--- src/include/lbi_pkg.sv ---
package lbi_pkg;

  // Clock and timing figures
  localparam int CLK_PERIOD_NS      = 100;
  localparam int NMI_MIN_HOLD_CYC   = 2;
  localparam int RESET_MIN_HOLD_CYC = 4;
  localparam int SYNC_STAGES        = 2;

  // Bus cycle kinds, coded as the maximum-mode cycle status
  typedef enum logic [2:0] {
    KIND_IRQ_ACK_STROBE_N    = 3'h0,
    KIND_IO_RD   = 3'h1,
    KIND_IO_WR   = 3'h2,
    KIND_HALT    = 3'h3,
    KIND_CODE    = 3'h4,
    KIND_MEM_RD  = 3'h5,
    KIND_MEM_WR  = 3'h6,
    KIND_PASSIVE = 3'h7
  } lbi_kind_t;

  // Segment codes, bit 0 is segment_status_a, bit 1 is segment_status_b
  localparam logic [1:0] SEG_ALT   = 2'h0;
  localparam logic [1:0] SEG_STACK = 2'h1;
  localparam logic [1:0] SEG_CODE  = 2'h2;
  localparam logic [1:0] SEG_DATA  = 2'h3;

  // Queue state codes
  localparam logic [1:0] QS_NOP   = 2'h0;
  localparam logic [1:0] QS_FIRST = 2'h1;
  localparam logic [1:0] QS_EMPTY = 2'h2;
  localparam logic [1:0] QS_NEXT  = 2'h3;

  // Fixed values and reset values
  localparam logic [7:0]  NMI_TYPE   = 8'h02;
  localparam logic [19:0] ADDR_RST   = 20'h00000;
  localparam logic [7:0]  DATA_RST   = 8'h00;
  localparam logic [3:0]  IO_HI_ADDR = 4'h0;
  localparam logic [1:0]  GRANT_RST  = 2'h0;

  // Bus sequencer states
  typedef enum logic [2:0] {
    ST_IDLE, ST_T1, ST_T2, ST_T3, ST_TW, ST_T4, ST_HOLD
  } lbi_state_t;

  // Cycle decoding shared by the sequencer and its checks
  function automatic logic lbi_is_read(lbi_kind_t k);
    return (k == KIND_IO_RD) || (k == KIND_CODE) || (k == KIND_MEM_RD);
  endfunction

  function automatic logic lbi_is_write(lbi_kind_t k);
    return (k == KIND_IO_WR) || (k == KIND_MEM_WR);
  endfunction

  function automatic logic lbi_is_io(lbi_kind_t k);
    return (k == KIND_IO_RD) || (k == KIND_IO_WR);
  endfunction

endpackage

--- src/hw/lbi_sync.sv ---
`timescale 1ns/100ps
module lbi_sync
  import lbi_pkg::*;
#(
  parameter int WIDTH = 1
) (
  // Clock and reset
  input  wire logic             sys_clk,
  input  wire logic             rst_sync_b,
  // Level in and synchronised level out
  input  wire logic [WIDTH-1:0] d,
  output logic      [WIDTH-1:0] q
);

  logic [WIDTH-1:0] meta_r;

  // First stage feeds only the second stage, nothing else looks at it
  always_ff @(posedge sys_clk or negedge rst_sync_b) begin
    if (!rst_sync_b) begin
      meta_r <= '0;
      q      <= '0;
    end else begin
      meta_r <= d;
      q      <= meta_r;
    end
  end

endmodule

--- src/hw/lbi_bus_unit.sv ---
`timescale 1ns/100ps
// Function
// - Low address byte in first state, data on same lines afterwards
// - Shared and middle address lines float in interrupt acknowledge and hold
// - Address bits 8 to 15 stay valid through every bus state except in interrupt acknowledge cycles and hold
// - Top lines carry upper address in first state, zero for I/O
// - Two status bits give segment in use after first state
// - Read strobe low while reading, floated in hold
// - Maskable request synchronised, sampled at instruction end, masked by flag
// - Wait instruction idles while release input is high
// - Non-maskable request held two cycles, synchronised, gives type 2
// - Reset held four cycles, initialisation starts at once
// - Strap high picks minimum mode, low picks maximum mode
// - Maximum mode drives three-bit cycle status, floated in hold
// - Two active-low request/grant lines pass the bus to other masters
// - Lock output low keeps other masters off, floated in hold
// - Maximum mode reports queue state on two lines
// - Space select low for memory, high for I/O, floated in hold
// - Write strobe low during write cycles, floated in hold
// - Interrupt acknowledge strobe acts as read strobe for that cycle
// - Address latch pulse positive, never floated, latch on falling edge
// - Transceiver direction high to transmit, low to receive
// - Transceiver enable active low, floated in hold
module lbi_bus_unit
  import lbi_pkg::*;
(
  // Clock and reset
  input  wire logic        sys_clk,
  input  wire logic        rst_b,
  // Strap and handshake pins
  input  wire logic        bus_mode_strap,
  input  wire logic        ready,
  input  wire logic        maskable_irq_req,
  input  wire logic        nmi_req,
  input  wire logic        wait_release,
  input  wire logic        hold_req,
  // Core request side
  input  wire logic        req_valid,
  input  wire lbi_kind_t   req_kind,
  input  wire logic [19:0] req_addr,
  input  wire logic [7:0]  req_wdata,
  input  wire logic [1:0]  req_seg,
  input  wire logic        req_lock,
  input  wire logic        ie_flag,
  input  wire logic        instr_last,
  input  wire logic        wait_exec,
  input  wire logic        nmi_ack,
  input  wire logic [1:0]  queue_op,
  // Core answer side
  output logic             req_ack_r,
  output logic             cycle_done_r,
  output logic [7:0]       rdata_r,
  output logic             irq_take_r,
  output logic             nmi_pend_r,
  output logic [7:0]       nmi_type_r,
  output logic             wait_idle_r,
  output logic             wait_done_r,
  // Shared and address pins
  input  wire logic [7:0]  shared_addr_data_lo_i,
  output logic [7:0]       shared_addr_data_lo_o_r,
  output logic             shared_addr_data_lo_oe_r,
  output logic [7:0]       addr_mid_byte_o_r,
  output logic             addr_mid_byte_oe_r,
  output logic [3:0]       addr_high_status_o_r,
  output logic             addr_high_status_oe_r,
  output logic             rd_n_o_r,
  output logic             rd_n_oe_r,
  output logic             ale_r,
  // Minimum mode pins
  output logic             io_mem_sel_o_r,
  output logic             wr_n_o_r,
  output logic             xcvr_direction_o_r,
  output logic             xcvr_enable_n_o_r,
  output logic             min_ctl_oe_r,
  output logic             irq_ack_strobe_n_o_r,
  output logic             irq_ack_strobe_n_oe_r,
  output logic             hold_ack_r,
  // Maximum mode pins
  output logic [2:0]       cycle_status_o_r,
  output logic             lock_n_o_r,
  output logic             max_ctl_oe_r,
  output logic [1:0]       queue_state_r,
  input  wire logic [1:0]  bus_request_grant_i,
  output logic [1:0]       bus_request_grant_o_r,
  output logic [1:0]       bus_request_grant_oe_r
);

  logic        rst_meta_r;
  logic        rst_sync_b;
  logic        strap_done_r;
  logic        mode_min_r;
  logic [2:0]  sync_q;
  logic        irq_s;
  logic        nmi_s;
  logic        wait_s;
  lbi_state_t  state_r, state_nxt;
  lbi_kind_t   kind_r, kind_nxt;
  logic [19:0] addr_r, addr_nxt;
  logic [7:0]  wdata_r, wdata_nxt;
  logic [1:0]  seg_r, seg_nxt;
  logic        lock_r, lock_nxt;
  logic        hold_ch_r, hold_ch_nxt;
  logic        hold_fresh_r, hold_fresh_nxt;
  logic [1:0]  rq_pend_r, rq_pend_nxt;
  logic [1:0]  rq_seen;
  logic        hold_want, hold_end, grant_ch;
  logic        req_ack_nxt, done_nxt;
  logic [7:0]  rdata_nxt;
  logic        hold_n, act, t1, dat, irq_ack_strobe_n;
  logic        nmi_prev_r, nmi_seen_r, nmi_fire;

  // Reset is taken at once and released through two flops
  always_ff @(posedge sys_clk or negedge rst_b) begin
    if (!rst_b) begin
      rst_meta_r <= 1'b0;
      rst_sync_b <= 1'b0;
    end else begin
      rst_meta_r <= 1'b1;
      rst_sync_b <= rst_meta_r;
    end
  end

  // Strap is caught on the first edge after release, then frozen
  always_ff @(posedge sys_clk or negedge rst_sync_b) begin
    if (!rst_sync_b) begin
      strap_done_r <= 1'b0;
      mode_min_r   <= 1'b1;
    end else if (!strap_done_r) begin
      strap_done_r <= 1'b1;
      mode_min_r   <= bus_mode_strap;
    end
  end

  // Asynchronous requests pass through two flops first
  lbi_sync #(.WIDTH(3)) u_sync (
    .sys_clk    (sys_clk),
    .rst_sync_b (rst_sync_b),
    .d          ({wait_release, nmi_req, maskable_irq_req}),
    .q          (sync_q)
  );
  assign irq_s  = sync_q[0];
  assign nmi_s  = sync_q[1];
  assign wait_s = sync_q[2];

  // One request detector per grant line; a short pulse is remembered
  genvar gi;
  generate
    for (gi = 0; gi < 2; gi++) begin : g_rq
      assign rq_seen[gi] = !bus_request_grant_i[gi] || rq_pend_r[gi];
    end
  endgenerate

  // Lock keeps the bus from being granted away in maximum mode
  assign grant_ch  = !rq_seen[0];
  assign hold_want = strap_done_r && (mode_min_r ? hold_req :
                     (!req_lock && (|rq_seen)));
  // Own grant pulse reads back low, so the first hold cycle is ignored
  assign hold_end  = mode_min_r ? !hold_req :
                     (!hold_fresh_r && !bus_request_grant_i[hold_ch_r]);

  // Bus sequencer and next pin values
  always_comb begin
    state_nxt      = state_r;
    kind_nxt       = kind_r;
    addr_nxt       = addr_r;
    wdata_nxt      = wdata_r;
    seg_nxt        = seg_r;
    lock_nxt       = lock_r;
    hold_ch_nxt    = hold_ch_r;
    hold_fresh_nxt = 1'b0;
    req_ack_nxt    = 1'b0;
    done_nxt       = 1'b0;
    rdata_nxt      = rdata_r;
    unique case (state_r)
      ST_IDLE: begin
        if (hold_want) begin
          state_nxt      = ST_HOLD;
          hold_ch_nxt    = grant_ch;
          hold_fresh_nxt = 1'b1;
        end else if (strap_done_r && req_valid && !wait_idle_r) begin
          state_nxt   = ST_T1;
          kind_nxt    = req_kind;
          addr_nxt    = req_addr;
          wdata_nxt   = req_wdata;
          seg_nxt     = req_seg;
          lock_nxt    = req_lock;
          req_ack_nxt = 1'b1;
        end
      end
      ST_T1: state_nxt = ST_T2;
      ST_T2: state_nxt = ST_T3;
      ST_T3, ST_TW: begin
        // Halt cycles move no data, so they never wait on ready
        if (ready || kind_r == KIND_HALT) begin
          state_nxt = ST_T4;
          if (lbi_is_read(kind_r) || kind_r == KIND_IRQ_ACK_STROBE_N) begin
            rdata_nxt = shared_addr_data_lo_i;
          end
        end else begin
          state_nxt = ST_TW;
        end
      end
      ST_T4: begin
        state_nxt = ST_IDLE;
        done_nxt  = 1'b1;
      end
      ST_HOLD: if (hold_end) state_nxt = ST_IDLE;
    endcase
    // Remember request pulses that arrive while a cycle runs
    for (int i = 0; i < 2; i++) begin
      rq_pend_nxt[i] = !mode_min_r && state_r != ST_HOLD && rq_seen[i] &&
                       !(hold_fresh_nxt && hold_ch_nxt == i[0]);
    end
    hold_n = state_nxt == ST_HOLD;
    act    = state_nxt != ST_IDLE && !hold_n;
    t1     = state_nxt == ST_T1;
    dat    = act && !t1;
    irq_ack_strobe_n   = act && kind_nxt == KIND_IRQ_ACK_STROBE_N;
  end

  // Bus state and pins, all straight from flops
  always_ff @(posedge sys_clk or negedge rst_sync_b) begin
    if (!rst_sync_b) begin
      state_r                  <= ST_IDLE;
      kind_r                   <= KIND_PASSIVE;
      addr_r                   <= ADDR_RST;
      wdata_r                  <= DATA_RST;
      seg_r                    <= SEG_ALT;
      lock_r                   <= 1'b0;
      hold_ch_r                <= 1'b0;
      hold_fresh_r             <= 1'b0;
      rq_pend_r                <= GRANT_RST;
      req_ack_r                <= 1'b0;
      cycle_done_r             <= 1'b0;
      rdata_r                  <= DATA_RST;
      shared_addr_data_lo_o_r  <= DATA_RST;
      shared_addr_data_lo_oe_r <= 1'b0;
      addr_mid_byte_o_r        <= DATA_RST;
      addr_mid_byte_oe_r       <= 1'b0;
      addr_high_status_o_r     <= IO_HI_ADDR;
      addr_high_status_oe_r    <= 1'b0;
      rd_n_o_r                 <= 1'b1;
      rd_n_oe_r                <= 1'b0;
      ale_r                    <= 1'b0;
      io_mem_sel_o_r           <= 1'b0;
      wr_n_o_r                 <= 1'b1;
      xcvr_direction_o_r       <= 1'b1;
      xcvr_enable_n_o_r        <= 1'b1;
      min_ctl_oe_r             <= 1'b0;
      irq_ack_strobe_n_o_r     <= 1'b1;
      irq_ack_strobe_n_oe_r    <= 1'b0;
      hold_ack_r               <= 1'b0;
      cycle_status_o_r         <= KIND_PASSIVE;
      lock_n_o_r               <= 1'b1;
      max_ctl_oe_r             <= 1'b0;
      queue_state_r            <= QS_NOP;
      bus_request_grant_o_r    <= GRANT_RST;
      bus_request_grant_oe_r   <= GRANT_RST;
    end else begin
      state_r      <= state_nxt;
      kind_r       <= kind_nxt;
      addr_r       <= addr_nxt;
      wdata_r      <= wdata_nxt;
      seg_r        <= seg_nxt;
      lock_r       <= lock_nxt;
      hold_ch_r    <= hold_ch_nxt;
      hold_fresh_r <= hold_fresh_nxt;
      rq_pend_r    <= rq_pend_nxt;
      req_ack_r    <= req_ack_nxt;
      cycle_done_r <= done_nxt;
      rdata_r      <= rdata_nxt;
      shared_addr_data_lo_o_r  <= t1 ? addr_nxt[7:0] : wdata_nxt;
      shared_addr_data_lo_oe_r <= !irq_ack_strobe_n &&
        (t1 || (dat && lbi_is_write(kind_nxt)));
      addr_mid_byte_o_r     <= addr_nxt[15:8];
      addr_mid_byte_oe_r    <= !hold_n && !irq_ack_strobe_n;
      addr_high_status_o_r  <= t1 ? (lbi_is_io(kind_nxt) ? IO_HI_ADDR :
        addr_nxt[19:16]) : {1'b0, ie_flag, seg_nxt};
      addr_high_status_oe_r <= !hold_n;
      rd_n_o_r              <= !(dat && lbi_is_read(kind_nxt));
      rd_n_oe_r             <= !hold_n;
      ale_r                 <= t1;
      io_mem_sel_o_r        <= act && lbi_is_io(kind_nxt);
      wr_n_o_r              <= !(dat && lbi_is_write(kind_nxt));
      xcvr_direction_o_r    <= !(act && !lbi_is_write(kind_nxt));
      xcvr_enable_n_o_r     <= !(dat && kind_nxt != KIND_HALT);
      min_ctl_oe_r          <= mode_min_r && !hold_n;
      irq_ack_strobe_n_o_r  <= !(dat && kind_nxt == KIND_IRQ_ACK_STROBE_N);
      irq_ack_strobe_n_oe_r <= mode_min_r;
      hold_ack_r            <= mode_min_r && hold_n;
      cycle_status_o_r      <= (act && (t1 || state_nxt == ST_T2)) ?
                               kind_nxt : KIND_PASSIVE;
      lock_n_o_r            <= !(act && lock_nxt);
      max_ctl_oe_r          <= !mode_min_r && !hold_n;
      queue_state_r         <= mode_min_r ? QS_NOP : queue_op;
      bus_request_grant_o_r <= GRANT_RST;
      // Grant is a one-cycle low pulse on the chosen line
      bus_request_grant_oe_r <= (!mode_min_r && hold_fresh_nxt) ?
        (hold_ch_nxt ? 2'h2 : 2'h1) : GRANT_RST;
    end
  end

  // NMI fires once per level held two synchronised cycles
  assign nmi_fire = nmi_s && nmi_prev_r && !nmi_seen_r;

  // Interrupt sampling and wait idling
  always_ff @(posedge sys_clk or negedge rst_sync_b) begin
    if (!rst_sync_b) begin
      nmi_prev_r  <= 1'b0;
      nmi_seen_r  <= 1'b0;
      nmi_pend_r  <= 1'b0;
      nmi_type_r  <= NMI_TYPE;
      irq_take_r  <= 1'b0;
      wait_idle_r <= 1'b0;
      wait_done_r <= 1'b0;
    end else begin
      nmi_prev_r  <= nmi_s;
      nmi_seen_r  <= nmi_s && (nmi_seen_r || nmi_fire);
      // A new event beats an acknowledge in the same cycle
      nmi_pend_r  <= nmi_fire || (nmi_pend_r && !nmi_ack);
      nmi_type_r  <= NMI_TYPE;
      irq_take_r  <= instr_last && ie_flag && irq_s;
      wait_idle_r <= wait_exec && wait_s;
      wait_done_r <= wait_exec && !wait_s && !wait_done_r;
    end
  end
endmodule

--- config.mk ---
export PLATFORM = sky130hd
export DESIGN_NAME = lbi_bus_unit
export DESIGN_NICKNAME = d
export VERILOG_FILES = /design/src/include/lbi_pkg.sv /design/src/hw/lbi_sync.sv /design/src/hw/lbi_bus_unit.sv
export SDC_FILE = /design/constraint.sdc
export NUM_CORES = 1
export LEC_CHECK = 0
export BUFFER_PORTS_ARGS = -buffer_cell sky130_fd_sc_hd__clkbuf_2
export CAP_MARGIN = 20
export CORE_MARGIN = 3
export CORE_UTILIZATION = 45
export DETAILED_ROUTE_END_ITERATION = 8
export GPL_ROUTABILITY_DRIVEN = 1
export PLACE_DENSITY = 0.82
export SYNTH_ARGS = -nofsm -noshare
export SYNTH_HDL_FRONTEND = slang
export SYNTH_SLANG_ARGS = --single-unit
--- constraint.sdc ---
create_clock -name sys_clk -period 3.15 [get_ports sys_clk]
set_clock_uncertainty 0.2 [all_clocks]
set_input_delay 0.7875 -clock sys_clk [delete_from_list [all_inputs] [get_ports sys_clk]]
set_output_delay 0.7875 -clock sys_clk [all_outputs]
set_load 0.01 [all_outputs]
# Word level (Yosys, flattened, before mapping)
# Index checks and enable logic that the tools add are counted.
[totals] reg_bits=109 in_bits=59
[classes] mux=39 eq_ne=20 n_lt_le_gt_ge=1 n_reduce_logical=84 bitwise=1
[op_table] cell="$mux 20" count=3
[op_table] cell="$logic_and 1x1->1" count=38
[op_table] cell="$mux 8" count=4
[op_table] cell="$eq 3x3->1 const B" count=9
[op_table] cell="$logic_not 1->1" count=25
[op_table] cell="$mux 3" count=7
[op_table] cell="$pmux 3 s6" count=1
[op_table] cell="$mux 1" count=16
[op_table] cell="$eq 3x2->1 const B" count=5
[op_table] cell="$logic_or 1x1->1" count=14
[op_table] cell="$eq 3x1->1 const B" count=4
[op_table] cell="$mux 2" count=6
[op_table] cell="$logic_not 3->1" count=3
[op_table] cell="$mux 4" count=2
[op_table] cell="$reduce_or 2->1" count=2
[op_table] cell="$ne 3x2->1 const B" count=1
[op_table] cell="$ne 3x3->1 const B" count=1
[op_table] cell="$reduce_and 3->1" count=1
[op_table] cell="$reduce_bool 3->1" count=1
[op_table] cell="$lt 1x2->1 const B" count=1
[op_table] cell="$not 1->1" count=1

# Depth between registers and ports, before layout
[depth] word_depth=15 ltp_mapped=9

# Hierarchy
# A second synthesis with hierarchy kept.
[hier_totals] cells_unflattened=303 area_unflattened_um2=4001.3
[modules_own_cells] module="lbi_bus_unit" seq_area_each_um2=2393.5 cells_per_inst=297 area_each_um2=3851.2 instances=1
[modules_own_cells] module="lbi_sync" seq_area_each_um2=150.1 cells_per_inst=6 area_each_um2=150.1 instances=1

# Worst setup path before layout
# No wires, ideal clock.
[synth_timing] path_kind="input port to flip-flop" start="in bus_request_grant_i[1]" end="reg shared_addr_data_lo_o_r[7]" required_ns=2.825 setup_ns=0.125 arrival_time_ns=2.347 n_path_buf=2 slack_ns=0.478 path_stages=7 path_cell_list="nand4bb_1 > o211a_1 > or3_1 > buf_6 > buf_6 > mux2_4 > mux2_2"
[synth_lines] item="start, declared" line_no="lbi_bus_unit.sv:83" rtl="input wire logic [1:0] bus_request_grant_i,"
[synth_lines] item="$logic_not 1->1" line_no="lbi_bus_unit.sv:149" rtl="assign rq_seen[gi] = !bus_request_grant_i[gi] || rq_pend_r[gi];"
[synth_lines] item="$logic_or 1x1->1" line_no="lbi_bus_unit.sv:149"
[synth_lines] item="$reduce_or 2->1" line_no="lbi_bus_unit.sv:156" rtl="(!req_lock && (|rq_seen)));"
[synth_lines] item="$logic_and 1x1->1" line_no="lbi_bus_unit.sv:156"
[synth_lines] item="$mux 1" line_no="lbi_bus_unit.sv:155" rtl="assign hold_want = strap_done_r && (mode_min_r ? hold_req :"
[synth_lines] item="$logic_and 1x1->1" line_no="lbi_bus_unit.sv:155"
[synth_lines] item="$mux 8" line_no="lbi_bus_unit.sv:176" rtl="if (hold_want) begin"
[synth_lines] item="$mux 8" line_no="lbi_bus_unit.sv:174" rtl="unique case (state_r)"
[synth_lines] item="via wdata_nxt[7]" line_no="lbi_bus_unit.sv:99" rtl="logic [7:0] wdata_r, wdata_nxt;"
[synth_lines] item="$mux 8" line_no="lbi_bus_unit.sv:272" rtl="shared_addr_data_lo_o_r <= t1 ? addr_nxt[7:0] : wdata_nxt;"
[synth_lines] item="end signal, assigned" line_no="lbi_bus_unit.sv:272"
[synth_lines] item="end, declared" line_no="lbi_bus_unit.sv:60" rtl="output logic [7:0] shared_addr_data_lo_o_r,"
# The timed path passes the listed nets, and every way through them passes these cells. The select of a mux whose other input is x is not followed.
# A chain may end at the register's enable or synchronous reset.

# Worst setup path after layout
[layout_timing] start="reg mode_min_r" end="reg addr_mid_byte_oe_r"
[layout_via] elab_chain_cells=10
[layout_rtl] item="start, declared" line_no="lbi_bus_unit.sv:91" rtl="logic mode_min_r;"
[layout_rtl] item="start signal, assigned" line_no="lbi_bus_unit.sv:130" rtl="mode_min_r <= bus_mode_strap;"
[layout_rtl] item="$mux 1" line_no="lbi_bus_unit.sv:155"
[layout_rtl] item="$logic_and 1x1->1" line_no="lbi_bus_unit.sv:155"
[layout_rtl] item="$mux 3" line_no="lbi_bus_unit.sv:176"
[layout_rtl] item="$pmux 3 s6" line_no="lbi_bus_unit.sv:174"
[layout_rtl] item="$eq 3x3->1" line_no="lbi_bus_unit.sv:214" rtl="hold_n = state_nxt == ST_HOLD;"
[layout_rtl] item="$logic_not 1->1" line_no="lbi_bus_unit.sv:215, lbi_bus_unit.sv:276"
[layout_rtl] item="$logic_and 1x1->1" line_no="lbi_bus_unit.sv:215" rtl="act = state_nxt != ST_IDLE && !hold_n;"
[layout_rtl] item="$logic_and 1x1->1" line_no="lbi_bus_unit.sv:218" rtl="irq_ack_strobe_n = act && kind_nxt == KIND_IRQ_ACK_STROBE_N;"
[layout_rtl] item="$logic_not 1->1" line_no="lbi_bus_unit.sv:276" rtl="addr_mid_byte_oe_r <= !hold_n && !irq_ack_strobe_n;"
[layout_rtl] item="$logic_and 1x1->1 (*)" line_no="lbi_bus_unit.sv:276"
[layout_rtl] item="end signal, assigned" line_no="lbi_bus_unit.sv:276"
[layout_rtl] item="end, declared" line_no="lbi_bus_unit.sv:63" rtl="output logic addr_mid_byte_oe_r,"
# Every way passes the cells marked *; elsewhere a longest branch is shown, timed or not.

==> parameters.txt <==
Parameter                              Value

Outcome
  Run status    complete, no violations

Yosys
  Predominant post-synthesis flop cell    sky130_fd_sc_hd__dfrtp_1
  Area share of xor/xnor cells in the synthesized design    0.4304%
  Post-synthesis sequential area ratio    62.50%
  Post-synthesis mux area share    13.83%
  Async set or reset register ratio after synthesis    100.0%
  #FFs+latches synth    101
  Leading area contributor after synthesis    sky130_fd_sc_hd__dfrtp_1
  Share of the synthesized area in the top cell type    54.10%
  Library cells used by synthesis    50
  Top area cells in the synthesized netlist    sky130_fd_sc_hd__dfrtp_1 (54%), sky130_fd_sc_hd__dfstp_2 (8.4%), sky130_fd_sc_hd__mux2_4 (6.3%)
  Top cells by count, synth    sky130_fd_sc_hd__dfrtp_1 (88), sky130_fd_sc_hd__nand2_1 (32), sky130_fd_sc_hd__buf_4 (20)
  Arithmetic-cell share of the synthesized area counting full adders, half adders and majority gates    0%
  Cell Area, Synth    0.004070 sq mm
  Synth Instances    306
  Cell with the most instances after synthesis    sky130_fd_sc_hd__dfrtp_1
  Combinational family with the most area after synthesis    multiplexers
  Simple-gate portion of the synthesized area    10.11%
  Mean instance size in the synthesized netlist    13.30 sq um
  Synth Warn #    0
  Compound-gate portion of the synthesized area    6.179%
  Post-synth EDFFs    0

Clock tree
  Clk Latency, worst-skew pair    0.36 ns
  Number of buffers inserted during clock tree synthesis    9
  CTS tree    yes
  Cts repair resizes    0
  Number of buffers inserted by post-CTS setup repair    0
  # H-tree levels    3
  Clock-pin transition on the worst setup and hold timing paths    0.10 ns
  Cell at the root of the clock tree    sky130_fd_sc_hd__clkbuf_8
  Clock Path Buffers    2
  CTS sink count    101

Finish
  Final cell utilization of the core    55.23%
  Fillcell total    765
  Area taken by flip-flops and latches    0.002547 sq mm
  Fraction of layout instances using a drive strength above 1    44.71%
  Footprint of the multi-input gates    0.001290 sq mm
  Diodes inserted    0
  Area growth from synthesis to layout    18.91%
  Final layout net count    479
  Post-Layout Cell Count    533

Drt
  Count of routing violations after the opening detailed-route iteration    42
  Final ANT Viol Nets    0
  Avg WL per Cell    14.13 um
  DRC errors left    0
  Number of vias per cell after detailed routing    4.799
  Vias    2,558
  Final WL    7530 um
  Pre-antenna DRT Iters    4

Job
  Max_cap viols    0

Power
  Cell Pwr Density    901.3 mW/mm^2
  Power Total    4.362 mW
  LEAKAGE    2.560 nW
  Highest ir drop seen on vdd    0.0003706 V

Timing
  Endpoints failing hold    0
  Max frequency    365.3 MHz
  Number of setup violations in the final report    0
  Tcrit/Tclk final    86.90%
  Worst slew margin relative to its limit    37.88%
  Number of slew-limit violations in the final report    0
  Fin crit period    2.737 ns
  RSZ-0062 raised after global routing    no
  Sum of negative setup slack    0 ns
  Tightest Pin Transition    0.9319 ns

Worst setup path
  CP endpoint    addr_mid_byte_oe_r
  Data arrival time of the worst path    2.76 ns
  Required time of the critical path    3.17 ns
  CP Launch Point    mode_min_r
  R2R depth    7
  Worst reg2reg setup slack    0.41 ns
  Critical Path Source Type    flip-flop
  Setup crit end kind    flip-flop
  Crit Path Max Fanout    41
  RR Endpoint    addr_mid_byte_oe_r
  Beginning of the worst register-to-register path    mode_min_r
  Crit Path Class    flip-flop to flip-flop
  Critical path's slowest cell    sky130_fd_sc_hd__dfstp_2
  Critical path, cell by cell    nand2b_1, o211a_1, or3_2, buf_12, or4_1, o41ai_1, a21oi_1
  Slowest cell delay on critical path    0.68 ns

Place
  Final weighted congestion in routability-driven placement    0.8043
  Placed Cells    516
  Count of port buffers added during placement    115
  Hpwl dp    5509 um

Global routing
  Met1 GRT Util    20.98%
  Pin count of the biggest net entering global routing    75
  Via count of the first global-routing pass    2,609
  M2 GR Usage    23.99%
  GRT Resource Usage Total    15.40%
  Number of antenna violations at the first check in global routing    0
  Global routing usage on met3    3.737%
  Global-route wire length before repair    12,370 um
  Overflow after GRT    0
  Highest-utilization routing layer at the global route stage    met2

Floorplanning
  Die X    101.1 um
  Std-Cell Core Area    0.008763 sq mm
  Overall die height    101.1 um
  Die Outline Area    0.01022 sq mm
  Standard-cell rows    34
  I/O pin count    126
  Effective utilization at floorplan    46.44%

Worst hold path
  Tightest Hold Check Type    flip-flop to flip-flop
cell usage in the layout, fill, tap and decap left out, drive strengths merged, types with 4 or more instances in the layout:
cell,count
inv,13
dfstp,13
nor2b,7
dfrtp,88
and2,4
mux2i,6
nor2,7
clkbuf,128
nand2,32
nand2b,7
o21ai,10
o31ai,5
conb,12
mux2,39
a21oi,4
buf,6
per-stage QoR:
stage	cell area (sq um)	setup WS [ns]	hold slack, ns
after floorplan	4109	0.4782	0.1311
after global placement	4658	0.1581	0.1322
after detailed placement	4658	0.08824	0.1362
after CTS	4840	0.3889	0.1554
after global routing	4840	0.2658	0.1742
final	4840	0.4125	0.1537
state kept, by name, indices dropped and copies added (netlist names), 2 cells and up:
| register | count |
|---|---|
| addr_r | 20 |
| rdata_r | 8 |
| shared_addr_data_lo_o_r | 8 |
| wdata_r | 8 |
| addr_high_status_o_r | 4 |
| cycle_status_o_r | 3 |
| kind_r | 3 |
| state_r | 3 |
| u_sync.meta_r | 3 |
| u_sync.q | 3 |
| bus_request_grant_oe_r | 2 |
| queue_state_r | 2 |
| rq_pend_r | 2 |
| seg_r | 2 |
area by class of cell:
cell class	count	share of cell area, %
repair buffers	122	13.29
flip-flops and latches	101	52.64
inverters	14	1.086
clock inverters	3	0.4654
well taps	108	2.792
multi-input cells	172	26.65
clock buffers	13	3.077
critical path, delay by kind of cell (launching register included):
family	cells	cell delay [ns]
simple gates	3	1.04
flops	1	0.68
compound gates	3	0.46
buf+inv	1	0.21
power by group:
group / total (mW) / switching (mW) / internal [mW]
combinational: 1.59 / 0.804 / 0.785
sequential: 2.05 / 0.245 / 1.81
clock: 0.720 / 0.410 / 0.310
total: 4.36 / 1.46 / 2.90
routing by layer:
layer / routed length [um] / share of wire (%) / up-vias
met5: 0 / 0 / -
met3: 522 / 6.9 / 10
li1: - / - / 1228
met4: 113 / 1.5 / 0
met2: 3548 / 47 / 85
met1: 3345 / 44 / 1235
cells by family (layout without fill, tap and decap cells):
| kind of cell | Yosys count | in the layout |
|---|---|---|
| flip-flops | 101 | 101 |
| AND/OR/NAND/NOR | 79 | 79 |
| multiplexers | 45 | 45 |
| buffers and inverters | 43 | 152 |
| AO/OA/AOI/OAI | 34 | 34 |
| other | 2 | 12 |
| XOR/XNOR | 2 | 2 |
what timing repair did:
item	CTS	global route
setup endpoints to repair	0	0
endpoints found under the hold margin	2	0
hold buffers	1	0
worst min-delay path by stage:
stage | cells past startpoint | endpoint | startpoint
after CTS | 0 | rst_sync_b | rst_meta_r
after detailed placement | 0 | rst_sync_b | rst_meta_r
after global placement | 0 | u_sync.q[0] | u_sync.meta_r[0]
after global routing | 0 | u_sync.q[1] | u_sync.meta_r[1]
after floorplan | 0 | rst_sync_b | rst_meta_r
final | 0 | rst_sync_b | rst_meta_r
(Power assumes the default switching activity.)
